==> config.mk <==
export PLATFORM = sky130hd
export DESIGN_NAME = power_mode_controller
export DESIGN_NICKNAME = d
export VERILOG_FILES = /design/src/pwr_mode_pkg.sv /design/src/power_mode_controller.sv
export SDC_FILE = /design/constraint.sdc
export NUM_CORES = 1
export LEC_CHECK = 0
export BUFFER_PORTS_ARGS = -buffer_cell sky130_fd_sc_hd__buf_4
export CAP_MARGIN = 20
export CELL_PAD_IN_SITES_DETAIL_PLACEMENT = 1
export CELL_PAD_IN_SITES_GLOBAL_PLACEMENT = 2
export CORE_AREA = 3 3 126 128
export DETAILED_ROUTE_END_ITERATION = 8
export DIE_AREA = 0 0 129 131
export PLACE_DENSITY_LB_ADDON = 0.1
export SYNTH_ARGS = -nofsm -noshare
export SYNTH_HDL_FRONTEND = slang
export SYNTH_SLANG_ARGS = --single-unit
==> constraint.sdc <==
create_clock -name pclk -period 2.5 [get_ports pclk]
set_input_delay 0.5 -clock pclk [delete_from_list [all_inputs] [get_ports pclk]]
set_output_delay 0.5 -clock pclk [all_outputs]
set_load 0.05 [all_outputs]
==> src/pwr_mode_pkg.sv <==
package pwr_mode_pkg;
    // operating states, one-hot
    typedef enum logic [9:0] {
        ST_HIGH   = 10'h001,
        ST_MED    = 10'h002,
        ST_SLEEP  = 10'h004,
        ST_SUBACT = 10'h008,
        ST_SUBSLP = 10'h010,
        ST_WATCH  = 10'h020,
        ST_SWSTBY = 10'h040,
        ST_HWSTBY = 10'h080,
        ST_POR    = 10'h100,
        ST_MANUAL_RESET_N   = 10'h200
    } mode_t;

    // register byte offsets
    localparam logic [7:0] STANDBY_CTRL_OFS = 8'h00;
    localparam logic [7:0] LOW_POWER_OFS    = 8'h04;
    localparam logic [7:0] MODULE_HALT_OFS  = 8'h08;
    localparam logic [7:0] MODE_STATUS_OFS  = 8'h0c;

    // field positions
    localparam int SOFTWARE_STANDBY_SEL_BIT = 7;
    localparam int DIRECT_TRANSFER_ON_BIT = 7;
    localparam int LOW_SPEED_ON_BIT = 6;
    localparam int PSS_BIT  = 0;
    localparam int DIV_W    = 3;

    // reset values
    localparam logic [7:0] STANDBY_CTRL_RST = 8'h00;
    localparam logic [7:0] LOW_POWER_RST    = 8'h00;
    localparam logic [6:0] MODULE_HALT_RST  = 7'h00;

    // supporting module indices
    localparam int NUM_MOD = 7;
    localparam int M_TMR   = 0;
    localparam int M_TPU   = 1;
    localparam int M_SCI   = 2;
    localparam int M_ADC   = 3;
    localparam int M_DAC   = 4;
    localparam int M_DTC   = 5;
    localparam int M_PBC   = 6;
    // modules whose halt initializes them; others retain
    localparam logic [6:0] RESET_CLASS = 7'h18;
    // modules still running in subactive mode
    localparam logic [6:0] SUBACT_RUN  = 7'h41;

    // wake sources: [0] nmi, [8:1] ext lines, [9] wdog a,
    // [10] wdog b, [11] timer 0, [12] timer 1, [13] any other
    localparam int NUM_SRC = 14;
    localparam logic [13:0] WAKE_ALL   = 14'h3fff;
    localparam logic [13:0] WAKE_TIMED = 14'h1fff;
    localparam logic [13:0] WAKE_PINS  = 14'h01ff;
endpackage

==> src/power_mode_controller.sv <==
// What this block does
// - reset pin low forces power-on reset state
// - manual reset pin low forces manual reset
// - standby pin low always forces hardware standby
// - wake only on accepted, serviced interrupt
// - each low-power state has its wake-source set
// - sleep or software standby, return prior speed
// - watch entry, wake to high-speed or subactive
// - all four bits set: high-speed to subactive
// - subactive to subsleep or direct high-speed
// - halted-retained modules keep registers, stop work, except TMR and PBC in subactive
// - halted-reset modules initialize registers and state
// - module stop halts only selected modules
// - oscillator off in standby, watch and subclock modes (on in sleep), watchdog on subclock in watch and subclock modes only
// - nonzero divider code selects medium-speed mode
// - halt bit stops module after bus cycle, except in subactive mode, which ignores it
//
// The APB register port and the address map are this design's own decisions.
`timescale 1ns/1ps
module power_mode_controller (
    // apb
    input  wire logic                pclk,
    input  wire logic                presetn,
    input  wire logic                psel,
    input  wire logic                penable,
    input  wire logic                pwrite,
    input  wire logic [7:0]          paddr,
    input  wire logic [31:0]         pwdata,
    output logic      [31:0]         prdata,
    output logic                     pready,
    output logic                     pslverr,
    // pins
    input  wire logic                power_on_reset_n,
    input  wire logic                manual_reset_n,
    input  wire logic                hw_standby_n,
    // cpu
    input  wire logic                sleep_req,
    input  wire logic                int_accepted,
    input  wire logic                int_nmi,
    input  wire logic [7:0]          ext_int_lines,
    input  wire logic                int_watchdog_a,
    input  wire logic                int_watchdog_b,
    input  wire logic                int_timer0,
    input  wire logic                int_timer1,
    input  wire logic                int_other,
    // power controls
    output pwr_mode_pkg::mode_t      mode,
    output logic                     sysclk_osc_en,
    output logic                     subclk_en,
    output logic                     cpu_run,
    output logic                     cpu_on_subclock,
    output logic [2:0]               bus_master_div,
    output logic                     watchdog_b_on_subclock,
    output logic                     ports_float,
    output logic                     ports_hold,
    output logic [6:0]               module_run,
    output logic [6:0]               module_init
);
    typedef struct packed {
        pwr_mode_pkg::mode_t st;
        logic [2:0]          s1;
        logic [2:0]          s2;
        logic [2:0]          s3;
        logic [2:0]          filt;
        logic [7:0]          sbc;
        logic [7:0]          lpc;
        logic [6:0]          halt;
        logic [31:0]         rdata;
        logic                rdy;
        logic                err;
        logic                osc;
        logic                subclk;
        logic                cpu;
        logic                cpu_sub;
        logic [2:0]          div;
        logic                wdb_sub;
        logic                flt;
        logic                hold;
        logic [6:0]          run;
        logic [6:0]          init;
    } state_t;

    state_t r_ff;
    state_t nxt_r;
    logic [13:0] src;
    logic        wr_acc;

    // per-module run and initialize controls for a mode
    function automatic logic [13:0] mod_ctl(
        input pwr_mode_pkg::mode_t s,
        input logic [6:0]          h
    );
        logic [6:0] run;
        logic [6:0] stop;
        run  = 7'h00;
        stop = 7'h7f;
        case (s)
            pwr_mode_pkg::ST_HIGH,
            pwr_mode_pkg::ST_MED,
            pwr_mode_pkg::ST_SLEEP: begin
                run  = ~h;
                stop = h;
            end
            pwr_mode_pkg::ST_SUBACT: begin
                run  = pwr_mode_pkg::SUBACT_RUN;
                stop = ~pwr_mode_pkg::SUBACT_RUN;
            end
            default: begin
                run  = 7'h00;
                stop = 7'h7f;
            end
        endcase
        // retained class just freezes; reset class initializes
        if (s == pwr_mode_pkg::ST_HWSTBY || s == pwr_mode_pkg::ST_POR
                || s == pwr_mode_pkg::ST_MANUAL_RESET_N) begin
            return {7'h00, 7'h7f};
        end
        return {run, stop & pwr_mode_pkg::RESET_CLASS};
    endfunction

    // wake-source set allowed in each low-power state
    function automatic logic wake_ok(
        input pwr_mode_pkg::mode_t s,
        input logic [13:0]         v
    );
        logic [13:0] m;
        case (s)
            pwr_mode_pkg::ST_SLEEP:  m = pwr_mode_pkg::WAKE_ALL;
            pwr_mode_pkg::ST_WATCH,
            pwr_mode_pkg::ST_SUBSLP: m = pwr_mode_pkg::WAKE_TIMED;
            pwr_mode_pkg::ST_SWSTBY: m = pwr_mode_pkg::WAKE_PINS;
            default:                 m = 14'h0000;
        endcase
        return |(v & m);
    endfunction

    assign src    = {int_other, int_timer1, int_timer0, int_watchdog_b,
                     int_watchdog_a, ext_int_lines, int_nmi};
    assign wr_acc = psel & penable & r_ff.rdy & pwrite;

    // next-state logic
    always_comb begin
        logic software_standby_sel;
        logic subclock_prescaler_sel;
        logic low_speed_on;
        logic direct_transfer_on;
        logic wake;
        logic [13:0] mc;
        // decoded control bits and wake qualifier, set before any use
        software_standby_sel  = r_ff.sbc[pwr_mode_pkg::SOFTWARE_STANDBY_SEL_BIT];
        subclock_prescaler_sel   = r_ff.lpc[pwr_mode_pkg::PSS_BIT];
        low_speed_on  = r_ff.lpc[pwr_mode_pkg::LOW_SPEED_ON_BIT];
        direct_transfer_on  = r_ff.lpc[pwr_mode_pkg::DIRECT_TRANSFER_ON_BIT];
        wake  = int_accepted & wake_ok(r_ff.st, src);
        mc    = 14'h0000;
        nxt_r = r_ff;
        // pin synchronisers, filtered on second and third agreeing
        nxt_r.s1 = {hw_standby_n, manual_reset_n, power_on_reset_n};
        nxt_r.s2 = r_ff.s1;
        nxt_r.s3 = r_ff.s2;
        for (int i = 0; i < 3; i++) begin
            if (r_ff.s2[i] == r_ff.s3[i]) begin
                nxt_r.filt[i] = r_ff.s3[i];
            end
        end
        // apb: setup cycle prepares answer, access cycle commits
        nxt_r.rdy   = psel & ~penable;
        nxt_r.err   = 1'b0;
        nxt_r.rdata = 32'h0000_0000;
        if (psel && !penable) begin
            case (paddr)
                pwr_mode_pkg::STANDBY_CTRL_OFS:
                    nxt_r.rdata = {24'h000000, r_ff.sbc};
                pwr_mode_pkg::LOW_POWER_OFS:
                    nxt_r.rdata = {24'h000000, r_ff.lpc};
                pwr_mode_pkg::MODULE_HALT_OFS:
                    nxt_r.rdata = {25'h0, r_ff.halt};
                pwr_mode_pkg::MODE_STATUS_OFS:
                    nxt_r.rdata = {22'h0, r_ff.st};
                default: nxt_r.err = 1'b1;
            endcase
        end
        if (wr_acc) begin
            case (paddr)
                pwr_mode_pkg::STANDBY_CTRL_OFS:
                    nxt_r.sbc = pwdata[7:0] & 8'h87;
                pwr_mode_pkg::LOW_POWER_OFS:
                    nxt_r.lpc = pwdata[7:0] & 8'hc1;
                pwr_mode_pkg::MODULE_HALT_OFS:
                    nxt_r.halt = pwdata[6:0];
                default: nxt_r.halt = r_ff.halt;
            endcase
        end
        // mode transitions; forbidden combinations leave state as is
        case (r_ff.st)
            pwr_mode_pkg::ST_HIGH, pwr_mode_pkg::ST_MED: begin
                if (sleep_req && !software_standby_sel && !low_speed_on) begin
                    nxt_r.st = pwr_mode_pkg::ST_SLEEP;
                end else if (sleep_req && software_standby_sel && !subclock_prescaler_sel && !low_speed_on) begin
                    nxt_r.st = pwr_mode_pkg::ST_SWSTBY;
                end else if (sleep_req && software_standby_sel && subclock_prescaler_sel && !direct_transfer_on) begin
                    nxt_r.st = pwr_mode_pkg::ST_WATCH;
                end else if (sleep_req && software_standby_sel && subclock_prescaler_sel && low_speed_on && direct_transfer_on
                        && r_ff.st == pwr_mode_pkg::ST_HIGH) begin
                    nxt_r.st = pwr_mode_pkg::ST_SUBACT;
                end else if (nxt_r.sbc[2:0] != 3'h0) begin
                    nxt_r.st = pwr_mode_pkg::ST_MED;
                end else begin
                    nxt_r.st = pwr_mode_pkg::ST_HIGH;
                end
            end
            pwr_mode_pkg::ST_SUBACT: begin
                if (sleep_req && !software_standby_sel && subclock_prescaler_sel && low_speed_on) begin
                    nxt_r.st = pwr_mode_pkg::ST_SUBSLP;
                end else if (sleep_req && software_standby_sel && subclock_prescaler_sel && !direct_transfer_on) begin
                    nxt_r.st = pwr_mode_pkg::ST_WATCH;
                end else if (sleep_req && software_standby_sel && subclock_prescaler_sel && !low_speed_on && direct_transfer_on) begin
                    nxt_r.st = pwr_mode_pkg::ST_HIGH;
                end
            end
            pwr_mode_pkg::ST_SLEEP, pwr_mode_pkg::ST_SWSTBY: begin
                if (wake) begin
                    nxt_r.st = (r_ff.sbc[2:0] != 3'h0) ?
                        pwr_mode_pkg::ST_MED : pwr_mode_pkg::ST_HIGH;
                end
            end
            pwr_mode_pkg::ST_WATCH: begin
                if (wake) begin
                    nxt_r.st = low_speed_on ? pwr_mode_pkg::ST_SUBACT
                                    : pwr_mode_pkg::ST_HIGH;
                end
            end
            pwr_mode_pkg::ST_SUBSLP: begin
                if (wake) begin
                    nxt_r.st = pwr_mode_pkg::ST_SUBACT;
                end
            end
            pwr_mode_pkg::ST_POR, pwr_mode_pkg::ST_MANUAL_RESET_N,
            pwr_mode_pkg::ST_HWSTBY: begin
                nxt_r.st = pwr_mode_pkg::ST_HIGH;
            end
            default: nxt_r.st = pwr_mode_pkg::ST_POR;
        endcase
        // pin-driven states, standby above power-on above manual
        if (!r_ff.filt[2]) begin
            nxt_r.st = pwr_mode_pkg::ST_HWSTBY;
        end else if (r_ff.st == pwr_mode_pkg::ST_HWSTBY) begin
            nxt_r.st = pwr_mode_pkg::ST_POR;
        end else if (!r_ff.filt[0]) begin
            nxt_r.st = pwr_mode_pkg::ST_POR;
        end else if (!r_ff.filt[1] && r_ff.st != pwr_mode_pkg::ST_POR) begin
            nxt_r.st = pwr_mode_pkg::ST_MANUAL_RESET_N;
        end
        // power-on reset and hardware standby clear the control registers; manual reset keeps them
        if (nxt_r.st == pwr_mode_pkg::ST_POR
                || nxt_r.st == pwr_mode_pkg::ST_HWSTBY) begin
            nxt_r.sbc  = pwr_mode_pkg::STANDBY_CTRL_RST;
            nxt_r.lpc  = pwr_mode_pkg::LOW_POWER_RST;
            nxt_r.halt = pwr_mode_pkg::MODULE_HALT_RST;
        end
        // clock and port controls follow the next state
        nxt_r.osc = (nxt_r.st & (pwr_mode_pkg::ST_WATCH
            | pwr_mode_pkg::ST_SUBACT | pwr_mode_pkg::ST_SUBSLP
            | pwr_mode_pkg::ST_SWSTBY | pwr_mode_pkg::ST_HWSTBY)) == 10'h000;
        nxt_r.subclk  = nxt_r.st != pwr_mode_pkg::ST_HWSTBY;
        nxt_r.cpu     = (nxt_r.st & (pwr_mode_pkg::ST_HIGH
            | pwr_mode_pkg::ST_MED | pwr_mode_pkg::ST_SUBACT)) != 10'h000;
        nxt_r.cpu_sub = nxt_r.st == pwr_mode_pkg::ST_SUBACT;
        nxt_r.div     = (nxt_r.st == pwr_mode_pkg::ST_MED) ?
                        nxt_r.sbc[2:0] : 3'h0;
        nxt_r.wdb_sub = (nxt_r.st & (pwr_mode_pkg::ST_WATCH
            | pwr_mode_pkg::ST_SUBACT | pwr_mode_pkg::ST_SUBSLP)) != 10'h000;
        nxt_r.flt     = nxt_r.st == pwr_mode_pkg::ST_HWSTBY;
        nxt_r.hold    = (nxt_r.st == pwr_mode_pkg::ST_WATCH)
                     || (nxt_r.st == pwr_mode_pkg::ST_SWSTBY);
        mc            = mod_ctl(nxt_r.st, nxt_r.halt);
        nxt_r.run     = mc[13:7];
        nxt_r.init    = mc[6:0];
    end

    // state register
    always_ff @(posedge pclk or negedge presetn) begin
        if (!presetn) begin
            r_ff <= '{st: pwr_mode_pkg::ST_POR, s1: 3'h7, s2: 3'h7,
                      s3: 3'h7, filt: 3'h7, run: 7'h00, init: 7'h7f,
                      default: '0};
        end else begin
            r_ff <= nxt_r;
        end
    end

    assign prdata                 = r_ff.rdata;
    assign pready                 = r_ff.rdy;
    assign pslverr                = r_ff.err & r_ff.rdy;
    assign mode                   = r_ff.st;
    assign sysclk_osc_en          = r_ff.osc;
    assign subclk_en              = r_ff.subclk;
    assign cpu_run                = r_ff.cpu;
    assign cpu_on_subclock        = r_ff.cpu_sub;
    assign bus_master_div         = r_ff.div;
    assign watchdog_b_on_subclock = r_ff.wdb_sub;
    assign ports_float            = r_ff.flt;
    assign ports_hold             = r_ff.hold;
    assign module_run             = r_ff.run;
    assign module_init            = r_ff.init;
endmodule

Word-level counts from Yosys, hierarchy flattened
Index checks and enable logic that the tools add are counted.
{ "word_totals": {"reg_bits": 103, "in_bits": 64, "out_inout_bits": 68} }
{ "op_classes": {"reduce_logical": 43, "n_mux": 34, "eq_ne": 27, "bitwise_logic": 9} }
{ "op_table": {"columns": ["cell", "n"], "rows": [
  ["10-bit 2-to-1 mux", 11],
  ["10-bit one-hot mux with 6 select lines", 1],
  ["23-bit 2-to-1 mux", 2],
  ["14-bit one-hot mux with 3 select lines", 1],
  ["10-bit one-hot mux with 4 select lines", 1],
  ["14-bit 2-to-1 mux", 2],
  ["7-bit 2-to-1 mux", 3],
  ["10-bit by 1-bit equality test with 1-bit output, second input constant", 2],
  ["10-bit equality test, second input constant", 2],
  ["10-bit by 2-bit equality test with 1-bit output, second input constant", 2],
  ["10-bit by 3-bit equality test with 1-bit output, second input constant", 2],
  ["10-bit by 4-bit equality test with 1-bit output, second input constant", 2],
  ["10-bit by 6-bit equality test with 1-bit output, second input constant", 2],
  ["10-bit by 7-bit equality test with 1-bit output, second input constant", 2],
  ["10-bit by 8-bit equality test with 1-bit output, second input constant", 2],
  ["10-bit by 9-bit equality test with 1-bit output, second input constant", 2],
  ["10-bit nonzero test", 2],
  ["8-bit by 4-bit equality test with 1-bit output, second input constant", 2],
  ["1-bit logical AND", 16],
  ["8-bit 2-to-1 mux", 2],
  ["14-bit bitwise AND", 1],
  ["7-bit one-hot mux with 2 select lines", 1],
  ["14-bit OR reduction", 1],
  ["10-bit by 5-bit equality test with 1-bit output, second input constant", 1],
  ["other kinds (23)", 48]
]} }

Depth between registers and ports, before layout
Gate-level depths: netlist (run 1).
{ "depth": {"depth_word": 21, "mapped_depth": 9, "ltp_nobuf": 7} }

Worst setup path after synthesis (run 1)
Ideal clock, no wire load.
{ "synth_path": {"path_type": "input -> register", "from": "input ext_int_lines[2]", "to": "register r_ff (netlist bit sysclk_osc_en)", "setup_ns": 0.124, "arrival_time_ns": 2.274, "required_time_ns": 2.376, "cell_stages": 7, "path_buffers": 0, "slack_ns": 0.102, "path_cell_list": "or4_4 > nor4_4 > nand2_2 > a41o_1 > a221oi_4 > nand2_2 > o31a_1"} }
{ "synth_rtl": {"columns": ["element", "line", "text"], "rows": [
  ["from (decl)", "power_mode_controller.sv:40", "input wire logic [7:0] ext_int_lines,"],
  ["to (signal assigned)", "power_mode_controller.sv:284", "r_ff <= '{st: pwr_mode_pkg::ST_POR, s1: 3'h7, s2: 3'h7,"],
  ["to (signal assigned)", "power_mode_controller.sv:288", "r_ff <= nxt_r;"],
  ["to (decl)", "power_mode_controller.sv:83", "state_t r_ff;"]
]} }

==> results of run 1 <==
-- cells in the mapped netlist, types with 5 or more instances --
master    instances
nor3_1            8
a31oi_1           5
clkbuf_1          5
a21oi_1           9
nor2_1           45
nand4_1           5
dfstp_2          16
mux2i_1          21
buf_2            10
dfrtp_1          52
buf_4            59
inv_1            12
or3_1             5
nand2_1          12
and2_1            7
-- layout make-up --
type | instances | area, µm² | share of cell area [%]
well taps | 188 | 235.2 | 4.702
repair buffers | 147 | 1147 | 22.94
clock inverters | 4 | 26.28 | 0.5253
inverters | 12 | 45.04 | 0.9004
clock buffers | 12 | 279.0 | 5.578
multi-input cells | 225 | 1545 | 30.89
flip-flops and latches | 68 | 1724 | 34.47
-- logic make-up (layout without fill, tap and decap cells) --
family | Yosys count | count (layout)
AND/OR/NAND/NOR | 123 | 123
buffers and inverters | 87 | 175
flip-flops | 68 | 68
AO/OA/AOI/OAI | 49 | 49
multiplexers | 25 | 25
adder cells (fa/ha/maj) | 3 | 3
XOR/XNOR | 3 | 3
other | 1 | 22
-- state kept, by name (all words and copies together), names as in the netlist --
signal,cells
pready,1
mode,10
module_run,7
ports_float,1
sysclk_osc_en,1
watchdog_b_on_subclock,1
ports_hold,1
module_init,3
bus_master_div,3
cpu_on_subclock,1
nxt_r,6
r_ff,21
prdata,10
subclk_en,1
cpu_run,1
-- power by group --
part	internal, W	switching (W)	leakage (nW)
Combinational	0.000214	0.000329	1.39
Sequential	0.00115	0.0000312	0.880
Clock	0.000794	0.000490	0.154
-- repair_timing --
| item | in CTS | in global routing |
|---|---|---|
| cloned | 0 | 0 |
| hold buffers | 0 | 0 |
| setup endpoints to repair | 4 | 20 |
| setup buffers | 2 | 6 |
| pin swaps | 5 | 11 |
| hold endpoints to repair | 0 | 0 |
| resized for setup | 2 | 22 |
-- worst max-delay path, stage by stage, from the launching register on --
cell      delay (ns)
dfrtp_2         0.45
buf_4           0.19
or4b_2          0.72
a21oi_1         0.14
or4b_1          0.49
a21boi_0        0.18
a21oi_1         0.16
-- metal layers --
metal / part of all wire, % / vias up
met5: 0 / -
met4: 1.2 / 0
met3: 3.7 / 11
met2: 48 / 58
met1: 47 / 1410
li1: - / 1378
-- per-stage QoR --
step / area (µm²) / worst slack [ns]
5_1_grt: 5002 / -0.02035
3_5_place_dp: 4546 / -0.2691
4_1_cts: 4866 / 0.03076
6_report: 5002 / 0.07961
2_1_floorplan: 3752 / 0.1023
3_3_place_gp: 4546 / -0.2526
-- cell usage in the layout, fill, tap and decap left out, drive strengths merged, types with 3 or more instances in the layout --
cell type,synthesis,final
a21oi,10,10
a22oi,3,3
a31o,3,3
a31oi,5,5
and2,7,7
and3,3,3
buf,69,147
clkbuf,6,12
conb,1,22
dfrtp,52,52
dfstp,16,16
inv,12,14
maj3,3,3
mux2,3,3
mux2i,21,21
nand2,15,15
nand2b,3,3
nand3,4,4
nand4,5,5
nor2,45,45
nor2b,4,4
nor3,8,8
nor4,7,7
nor4b,3,3
o21ai,5,5
or2,3,3
or3,5,5
or4,4,4
or4b,3,3
-- worst paths after layout --
| kind | cells past startpoint | from | to |
|---|---|---|---|
| hold / removal | 1 | presetn | module_run[4] |
| setup reg to reg | 6 | mode[2] | ports_hold |
| min in group pclk | 1 | manual_reset_n | nxt_r[88] |
| hold reg to reg | 0 | nxt_r[87] | nxt_r[84] |
| max in group asynchronous | 1 | presetn | mode[2] |
| setup / recovery | 6 | mode[2] | ports_hold |
==> results.py, run 1 <==
metrics = {
    "clocking": {
        "cts_buffer_depth": 2,
        "cts_tree": "built",
        "htreeDepth": 3,
        "cts.sinks": 68,
        "cts_made_buffers": 9,
        "clockRootBuffer": "clkbuf_16",
        "clk_latency_ns": 0.33,
        "clkSlewWorstSetupHoldPaths_ns": 0.06,
    },
    "place": {
        "dpl.cell_count": 634,
        "dpl.hpwl_um": 8312,
        "place.gp.congestion": 0.7798,
        "io_buffers": 85,
    },
    "global_route": {
        "grt_util_all_layers_pct": 13.04,
        "antenna_found_initial": 0,
        "grt_pass1_vias": 2966,
        "met2_usage_pct": 20.61,
        "grt_pass1_wl_um": 16690,
        "gr-usage-met3_pct": 2.886,
        "gr-usage-met1_pct": 17.76,
        "grt_max_degree": 69,
        "busiest_layer": "met2",
        "grt.overflow.total": 0,
    },
    "yosys": {
        "synth_compound_area_share_pct": 10.32,
        "syn_area_per_cell_um2": 10.23,
        "ys_ff_latch": 68,
        "synth.area.top_cells": "dfrtp_1, buf_4, dfstp_2",
        "yosys.area_share.simple_pct": 18.39,
        "yosysSeqAreaShare_pct": 46.87,
        "synth_largest_area_cell": "dfrtp_1",
        "synth_edf_count": 0,
        "synth_top_family_by_area": "simple AND/OR/NAND/NOR gates",
        "synthesis.area_um2": 3674,
        "async_flop_share_pct": 100.0,
        "synthXorXnorAreaFrac_pct": 0.7153,
        "netlist_instances": 359,
        "muxShareOfSynthArea_pct": 7.255,
        "synthAdderAreaFrac_pct": 0.8174,
        "synth.top_cell.area_share_pct": 35.42,
        "yosysUniqueCellTypes": 65,
        "ys_warn_count": 0,
        "synthFlopType": "dfrtp_1",
    },
    "finish": {
        "layout.nets": 527,
        "instances_no_fill": 656,
        "drive_above_1_share_pct": 46.37,
        "syn2layout_area_growth_pct": 36.17,
        "diodes": 0,
        "final_util_pct": 33.40,
        "fill_cells": 1690,
    },
    "die": {
        "die-area_um2": 16900,
        "initial_utilization_pct": 24.53,
        "ios": 132,
        "fp-row-count": 45,
        "core_area_um2": 14980,
        "fp.dieW_um": 129,
        "die_y_um": 131,
    },
    "timing": {
        "rsz0062_at_grt": "true",
        "fin_worst_skew_ns": 0.006858,
        "min_period_ns": 2.420,
        "maxSlewViolCount": 0,
        "setup_viol": 0,
        "finalHoldViolCount": 0,
        "relSlewSlack_pct": 42.70,
        "fmax_mhz": 413.2,
        "whs_ns": 0.2702,
        "fin_tns_setup_ns": 0,
        "worst_pin_slew_ns": 0.8595,
        "period_share_pct": 96.82,
    },
    "detailed_routing": {
        "vias": 2857,
        "drc": 0,
        "drt_wl_total_um": 10710,
        "viasPerCell": 4.355,
        "first_iter_violations": 122,
        "wl_per_cell_um": 16.32,
        "first_pass_iters": 4,
        "ant_nets": 0,
    },
    "hold_path": {
        "hp-class": "input port to async pin",
    },
    "power_and_ir_drop": {
        "p_per_area_nw_per_um2": 601.0,
        "p_total_w": 0.003006,
        "p_leak_nw": 2.423,
        "vdd_drop_max_mv": 0.3335,
    },
    "critical_path": {
        "crit_fanout": 7,
        "cp-start-kind": "register",
        "required_ns": 2.75,
        "cp-end-kind": "register",
        "cp.arrival_ns": 2.67,
        "worst-setup-path-type": "register to register",
        "regToRegSetupSlack_ns": 0.08,
    },
    "status": {
        "status": "finished clean",
    },
    "flow_run": {
        "drv_cap": 0,
    },
}
Note: power is estimated with default switching activity, not from simulation.
==> run 2: changes to the inputs <==
Settings changed: CORE_AREA 3 3 126 128 to 3 3 115 117, DIE_AREA 0 0 129 131 to 0 0 118 120.
==> run 2 against run 1 <==
  * Clock skew down 0.00093 ns
  * Cell area down 2.6%
  * Count of clock-buffer cells in the layout down 2
  * Highest routed layer unchanged
  * Via count down 0.28%
  * Clock power up 8%
==> results.py, run 2 (synthesis results as in run 1) <==
metrics = {
    "finish": {
        "syn2layout_area_growth_pct": 32.63,
        "layout.nets": 520,
        "diodes": 0,
        "mostFrequentLayoutCells": "buf_4, dfrtp_1, nor2_1, conb_1, mux2i_1",
        "mostFrequentLayoutCell": "buf_4",
        "largest_register_ffs": 21,
        "drive_above_1_share_pct": 44.47,
        "final_cell_area_um2": 4872,
        "regMostFlops": "r_ff",
        "final_util_pct": 39.08,
    },
    "die": {
        "fp-row-count": 41,
        "die_y_um": 120,
        "initial_utilization_pct": 29.47,
        "ios": 132,
        "fp.dieW_um": 118,
        "die-area_um2": 14160,
        "core_area_um2": 12470,
    },
    "detailed_routing": {
        "ant_nets": 0,
        "vias": 2849,
        "first_iter_violations": 85,
        "first_pass_iters": 4,
        "drt_wl_total_um": 10230,
        "wl_per_cell_um": 16.17,
        "drc": 0,
        "viasPerCell": 4.501,
    },
    "power_and_ir_drop": {
        "clock_power_share_pct": 45.1,
        "vdd_drop_max_mv": 0.4518,
        "p_per_area_nw_per_um2": 627.9,
        "sw_frac_of_total_pct": 27.26,
        "share_comb_of_total_power_pct": 16.4,
        "p_leak_nw": 2.382,
        "pwr-share-seq_pct": 38.5,
        "p_int_w": 0.002225,
        "power_switching_w": 0.0008340,
    },
    "clocking": {
        "clk_latency_ns": 0.33,
        "clockRootBuffer": "clkbuf_16",
        "cts_tree": "built",
        "clkSlewWorstSetupHoldPaths_ns": 0.05,
        "htreeDepth": 3,
        "holdBufCountCts": 0,
        "cts_made_buffers": 9,
        "cts_buffer_depth": 2,
        "cts.sinks": 68,
    },
    "timing": {
        "setup_viol": 0,
        "worst_pin_slew_ns": 0.8454,
        "period_share_pct": 96.97,
        "maxSlewViolCount": 0,
        "fmax_mhz": 412.5,
        "relSlewSlack_pct": 43.64,
        "min_period_ns": 2.424,
        "finalHoldViolCount": 0,
        "fin_worst_skew_ns": 0.005927,
    },
    "global_route": {
        "grt_max_degree": 69,
        "grt_pass1_vias": 3022,
        "grt_pass1_wl_um": 16360,
        "grt_util_all_layers_pct": 14.85,
        "grt.overflow.total": 0,
        "antenna_found_initial": 0,
    },
    "place": {
        "io_buffers": 85,
        "place.gp.congestion": 0.7778,
        "dpl.hpwl_um": 8037,
        "dpl_cell_area_um2": 4463,
    },
    "critical_path": {
        "cp-start-kind": "register",
        "cp.arrival_ns": 2.68,
        "required_ns": 2.76,
        "cp-end-kind": "register",
        "worst-setup-path-type": "register to register",
        "crit_fanout": 9,
    },
    "hold_path": {
        "hp-class": "input port to async pin",
    },
    "status": {
        "status": "finished clean",
    },
    "flow_run": {
        "drv_cap": 0,
    },
}
[run 2: final cells by class]
cell class	instances	area (µm²)
Inverter	12	45.04
Tap cell	172	215.2
Sequential cell	68	1724
Timing Repair Buffer	140	1055
Clock buffer	10	239.0
Clock inverter	6	87.58
Multi-Input combinational cell	225	1506
Fill cell	1423	7594
[run 2: stage by stage]
step / worst slack [ns] / setup TNS [ns] / power, W / hold slack (ns) / std cells
2_1_floorplan: 0.1023 / 0 / 0.001533 / 0.2044 / 380
3_3_place_gp: -0.1860 / -3.918 / 0.001683 / 0.3462 / 613
3_5_place_dp: -0.2261 / -4.149 / 0.001689 / 0.3489 / 613
4_1_cts: 0.001317 / 0 / 0.003104 / 0.2564 / 631
5_1_grt: -0.005458 / -0.005458 / 0.003192 / 0.2578 / 633
6_report: 0.07575 / 0 / 0.003059 / 0.2614 / 633
[run 2: layer usage]
metal | routed length [µm] | GRT usage [%] | vias up
li1 | - | - | 1361
met1 | 4803 | 19.64 | 1407
met2 | 4875 | 23.79 | 72
met3 | 420 | 4.053 | 9
met4 | 133 | 4.615 | 0
met5 | 0 | 0 | -
[run 2: critical path, stage by stage, from the launching register on]
cell and delay, ns:
dfrtp_2 0.47, buf_4 0.19, or4b_2 0.68, a21oi_1 0.15, or4b_1 0.51, a21boi_0 0.18, a21oi_1 0.16
[run 2: repair_timing]
action,4_1_cts,5_1_grt
setup buffers,2,2
setup endpoints to repair,23,20
pin swaps,1,2
resized for setup,2,10
[run 2: path summary, 6_finish.rpt]
path / from / to / slack [ns] / depth (start not counted)
worst max-delay path: mode[0] / ports_hold / 0.08 / 6
worst min-delay path: presetn / mode[5] / 0.26 / 1
worst max register to register: mode[0] / ports_hold / 0.08 / 6
worst min register to register: nxt_r[89] / nxt_r[86] / 0.36 / 0
max in group asynchronous: presetn / mode[3] / 1.62 / 1
min in group pclk: power_on_reset_n / nxt_r[87] / 0.27 / 1
[run 2: power groups by stage]
stage	logic, W	registers [W]	clock network [W]
2_1_floorplan	0.000327	0.00121	0
5_1_grt	0.000543	0.00118	0.00146
3_3_place_gp	0.000489	0.00119	0
3_5_place_dp	0.000494	0.00119	0
4_1_cts	0.000500	0.00118	0.00143
6_report	0.000503	0.00118	0.00138
==> run 3: changes to the inputs <==
Settings changed: ABC_AREA set to 1, CORE_AREA 3 3 115 117 to 3 3 121 123, DIE_AREA 0 0 118 120 to 0 0 124 126.
==> run 3 against run 2 <==
  * First-iteration DRC count rose by 16%
  * Non-clock buffer count fell by 47
  * Combinational power fell by 11%
  * Synthesized cell count rose by 29%
  * Maximum frequency rose by 9.7%
  * Sequential power barely moved
  * Critical path depth rose by 5
  * Sequential share of layout area rose by 0.79 points
  * Synthesized area rose by 6.2%
  * Core utilization fell by 4.5 points
  * Clock power barely moved
  * Setup slack improved by 0.22 ns
  * Critical path type unchanged
  * Largest power group unchanged
==> results.py, run 3 <==
metrics = {
    "critical_path": {
        "cp_slowest_stage_delay_ns": 0.51,
        "path_depth": 11,
        "required_ns": 2.72,
        "rr_worst_depth": 11,
        "crit_fanout": 8,
        "critPathTopFamily": "simple AND/OR/NAND/NOR gates",
        "path_cells": "inv_1 > nor3_1 > nor2_1 > o21ai_0 > nand2_1 > nand2_1 > nand3b_1 > nand2_2 > nand3_4 > nand2_1 > nand2_1",
        "crit_slowest_cell": "dfrtp_1",
        "cp-end-kind": "register",
        "cpMostUsedCell": "nand2_1",
        "path_buf_inv": 1,
        "reg2reg_from": "r_ff[71]",
        "cp.arrival_ns": 2.43,
        "r2r-end": "module_run[6]",
        "worst-setup-path-type": "register to register",
        "cp-start-kind": "register",
        "critPathLaunch": "r_ff[71]",
        "regToRegSetupSlack_ns": 0.29,
        "crit_end": "module_run[6]",
    },
    "timing": {
        "worst_pin_slew_ns": 0.8651,
        "fin_tns_setup_ns": 0,
        "period_share_pct": 88.36,
        "finalHoldViolCount": 0,
        "setup_viol": 0,
        "min_period_ns": 2.209,
        "fmax_mhz": 452.7,
        "maxSlewViolCount": 0,
        "relSlewSlack_pct": 42.33,
        "fin_worst_skew_ns": 0.009573,
        "rsz0062_at_grt": "false",
    },
    "yosys": {
        "async_flop_share_pct": 100.0,
        "ys_warn_count": 0,
        "synthesis.area_um2": 3902,
        "synth_edf_count": 0,
        "netlist_instances": 464,
        "ys_ff_latch": 68,
        "yosysSeqAreaShare_pct": 44.12,
        "yosysUniqueCellTypes": 41,
        "synth_common_cells": "nand2_1, buf_4, inv_1",
        "yosysMostFrequentCell": "nand2_1",
        "synthFlopType": "dfrtp_1",
        "syn_area_per_cell_um2": 8.411,
        "synth.top_cell.area_share_pct": 33.34,
        "synth_largest_area_cell": "dfrtp_1",
        "synth.area.top_cells": "dfrtp_1, buf_4, dfstp_2",
    },
    "power_and_ir_drop": {
        "vdd_drop_max_mv": 0.2381,
        "p_per_area_nw_per_um2": 627.1,
        "clock_power_share_pct": 45.6,
        "p_leak_nw": 2.553,
        "sw_frac_of_total_pct": 28.23,
        "share_comb_of_total_power_pct": 15.0,
        "power_switching_w": 0.0008423,
        "pwr-share-seq_pct": 39.4,
        "p_int_w": 0.002142,
    },
    "global_route": {
        "grt_util_all_layers_pct": 14.38,
        "grt.overflow.total": 0,
        "grt_pass1_wl_um": 16940,
        "grt_pass1_vias": 3182,
        "antenna_found_initial": 0,
        "grt_max_degree": 69,
    },
    "die": {
        "die_y_um": 126,
        "core_area_um2": 13770,
        "fp-row-count": 43,
        "fp.dieW_um": 124,
        "die-area_um2": 15620,
        "ios": 132,
        "initial_utilization_pct": 28.33,
    },
    "finish": {
        "drive_above_1_share_pct": 33.52,
        "fill_cells": 1667,
        "regMostFlops": "r_ff",
        "final_util_pct": 34.55,
        "mostFrequentLayoutCells": "buf_4, nand2_1, inv_1, nor2_1, dfrtp_1",
        "largest_register_ffs": 21,
        "final_cell_area_um2": 4758,
        "diodes": 0,
        "seqCellArea_um2": 1722,
        "mostFrequentLayoutCell": "buf_4",
        "layout.nets": 590,
        "syn2layout_area_growth_pct": 21.93,
        "instances_no_fill": 711,
        "multi_input_area_um2": 1516,
    },
    "detailed_routing": {
        "vias": 3040,
        "drt_wl_total_um": 10720,
        "viasPerCell": 4.276,
        "wl_per_cell_um": 15.08,
        "first_iter_violations": 99,
        "drc": 0,
        "first_pass_iters": 4,
        "ant_nets": 0,
    },
    "clocking": {
        "cts_made_buffers": 9,
        "post-cts-setup-buffers": 0,
        "cts-resized-gates": 0,
        "clk_latency_ns": 0.33,
        "clockRootBuffer": "clkbuf_16",
        "cts_buffer_depth": 2,
        "cts.sinks": 68,
        "holdBufCountCts": 0,
        "cts_tree": "built",
        "htreeDepth": 3,
        "clkSlewWorstSetupHoldPaths_ns": 0.06,
    },
    "place": {
        "dpl.hpwl_um": 8629,
        "io_buffers": 85,
        "dpl.cell_count": 695,
        "dpl_cell_area_um2": 4441,
        "place.gp.congestion": 0.8343,
    },
    "flow_run": {
        "drv_cap": 0,
    },
    "hold_path": {
        "hp-class": "input port to async pin",
    },
    "status": {
        "status": "finished clean",
    },
}
-- run 3: stage by stage --
stage               hold slack, ns  setup slack [ns]  power (W)
finish                      0.2599            0.2909   0.002984
detailed placement          0.3470            0.1483   0.001651
global route                0.2608           0.08843   0.003123
global placement            0.3461            0.1550   0.001646
CTS                         0.2555            0.3300   0.003039
floorplan                   0.2044            0.4917   0.001535
-- run 3: final cells by class --
| cell class | instances | area share (%) |
|---|---|---|
| timing repair buffer | 93 | 14.67 |
| sequential | 68 | 36.18 |
| multi-input combinational | 283 | 31.87 |
| clock inverter | 6 | 1.867 |
| tap | 180 | 4.733 |
| clock buffer | 10 | 4.812 |
| inverter | 71 | 5.864 |
-- run 3: logic make-up after synthesis --
group                      Yosys count  synth area share [%]
muxes                                6                 1.539
and+or+nand+nor                    217                 28.54
other                                1               0.09609
adders and majority gates            3                0.7695
buffers and inverters              134                 19.04
DFF                                 68                 44.12
AOI/OAI and AO/OA                   35                 5.899
-- run 3: how the worst min path moves through the flow --
stage | startpoint | endpoint | cells past startpoint
after floorplan | presetn | bus_master_div[0] | 0
after global placement | nxt_r[89] | nxt_r[86] | 0
after detailed placement | nxt_r[88] | nxt_r[85] | 0
after CTS | manual_reset_n | nxt_r[88] | 1
after global routing | manual_reset_n | nxt_r[88] | 1
final | presetn | sysclk_osc_en | 1
-- run 3: metal layers --
metal,up-vias,track usage (%),part of all wire (%)
li1,1499,-,-
met1,1454,18.37,45
met4,0,4.253,1.3
met5,-,0,0
met3,11,3.592,5.2
met2,76,23.93,49
-- run 3: power groups by stage --
stage | logic, W | registers, W | clock network [W]
global route | 0.000486 | 0.00118 | 0.00146
detailed placement | 0.000456 | 0.00119 | 0
floorplan | 0.000329 | 0.00121 | 0
finish | 0.000449 | 0.00118 | 0.00136
global placement | 0.000452 | 0.00119 | 0
CTS | 0.000456 | 0.00118 | 0.00141
-- run 3: worst register-to-register path, delay by kind of cell, from the launching register on --
family / cells / cell delay, ns
and+or+nand+nor: 9 / 1.28
DFF: 1 / 0.51
buffers and inverters: 1 / 0.20
AOI/OAI and AO/OA: 1 / 0.12
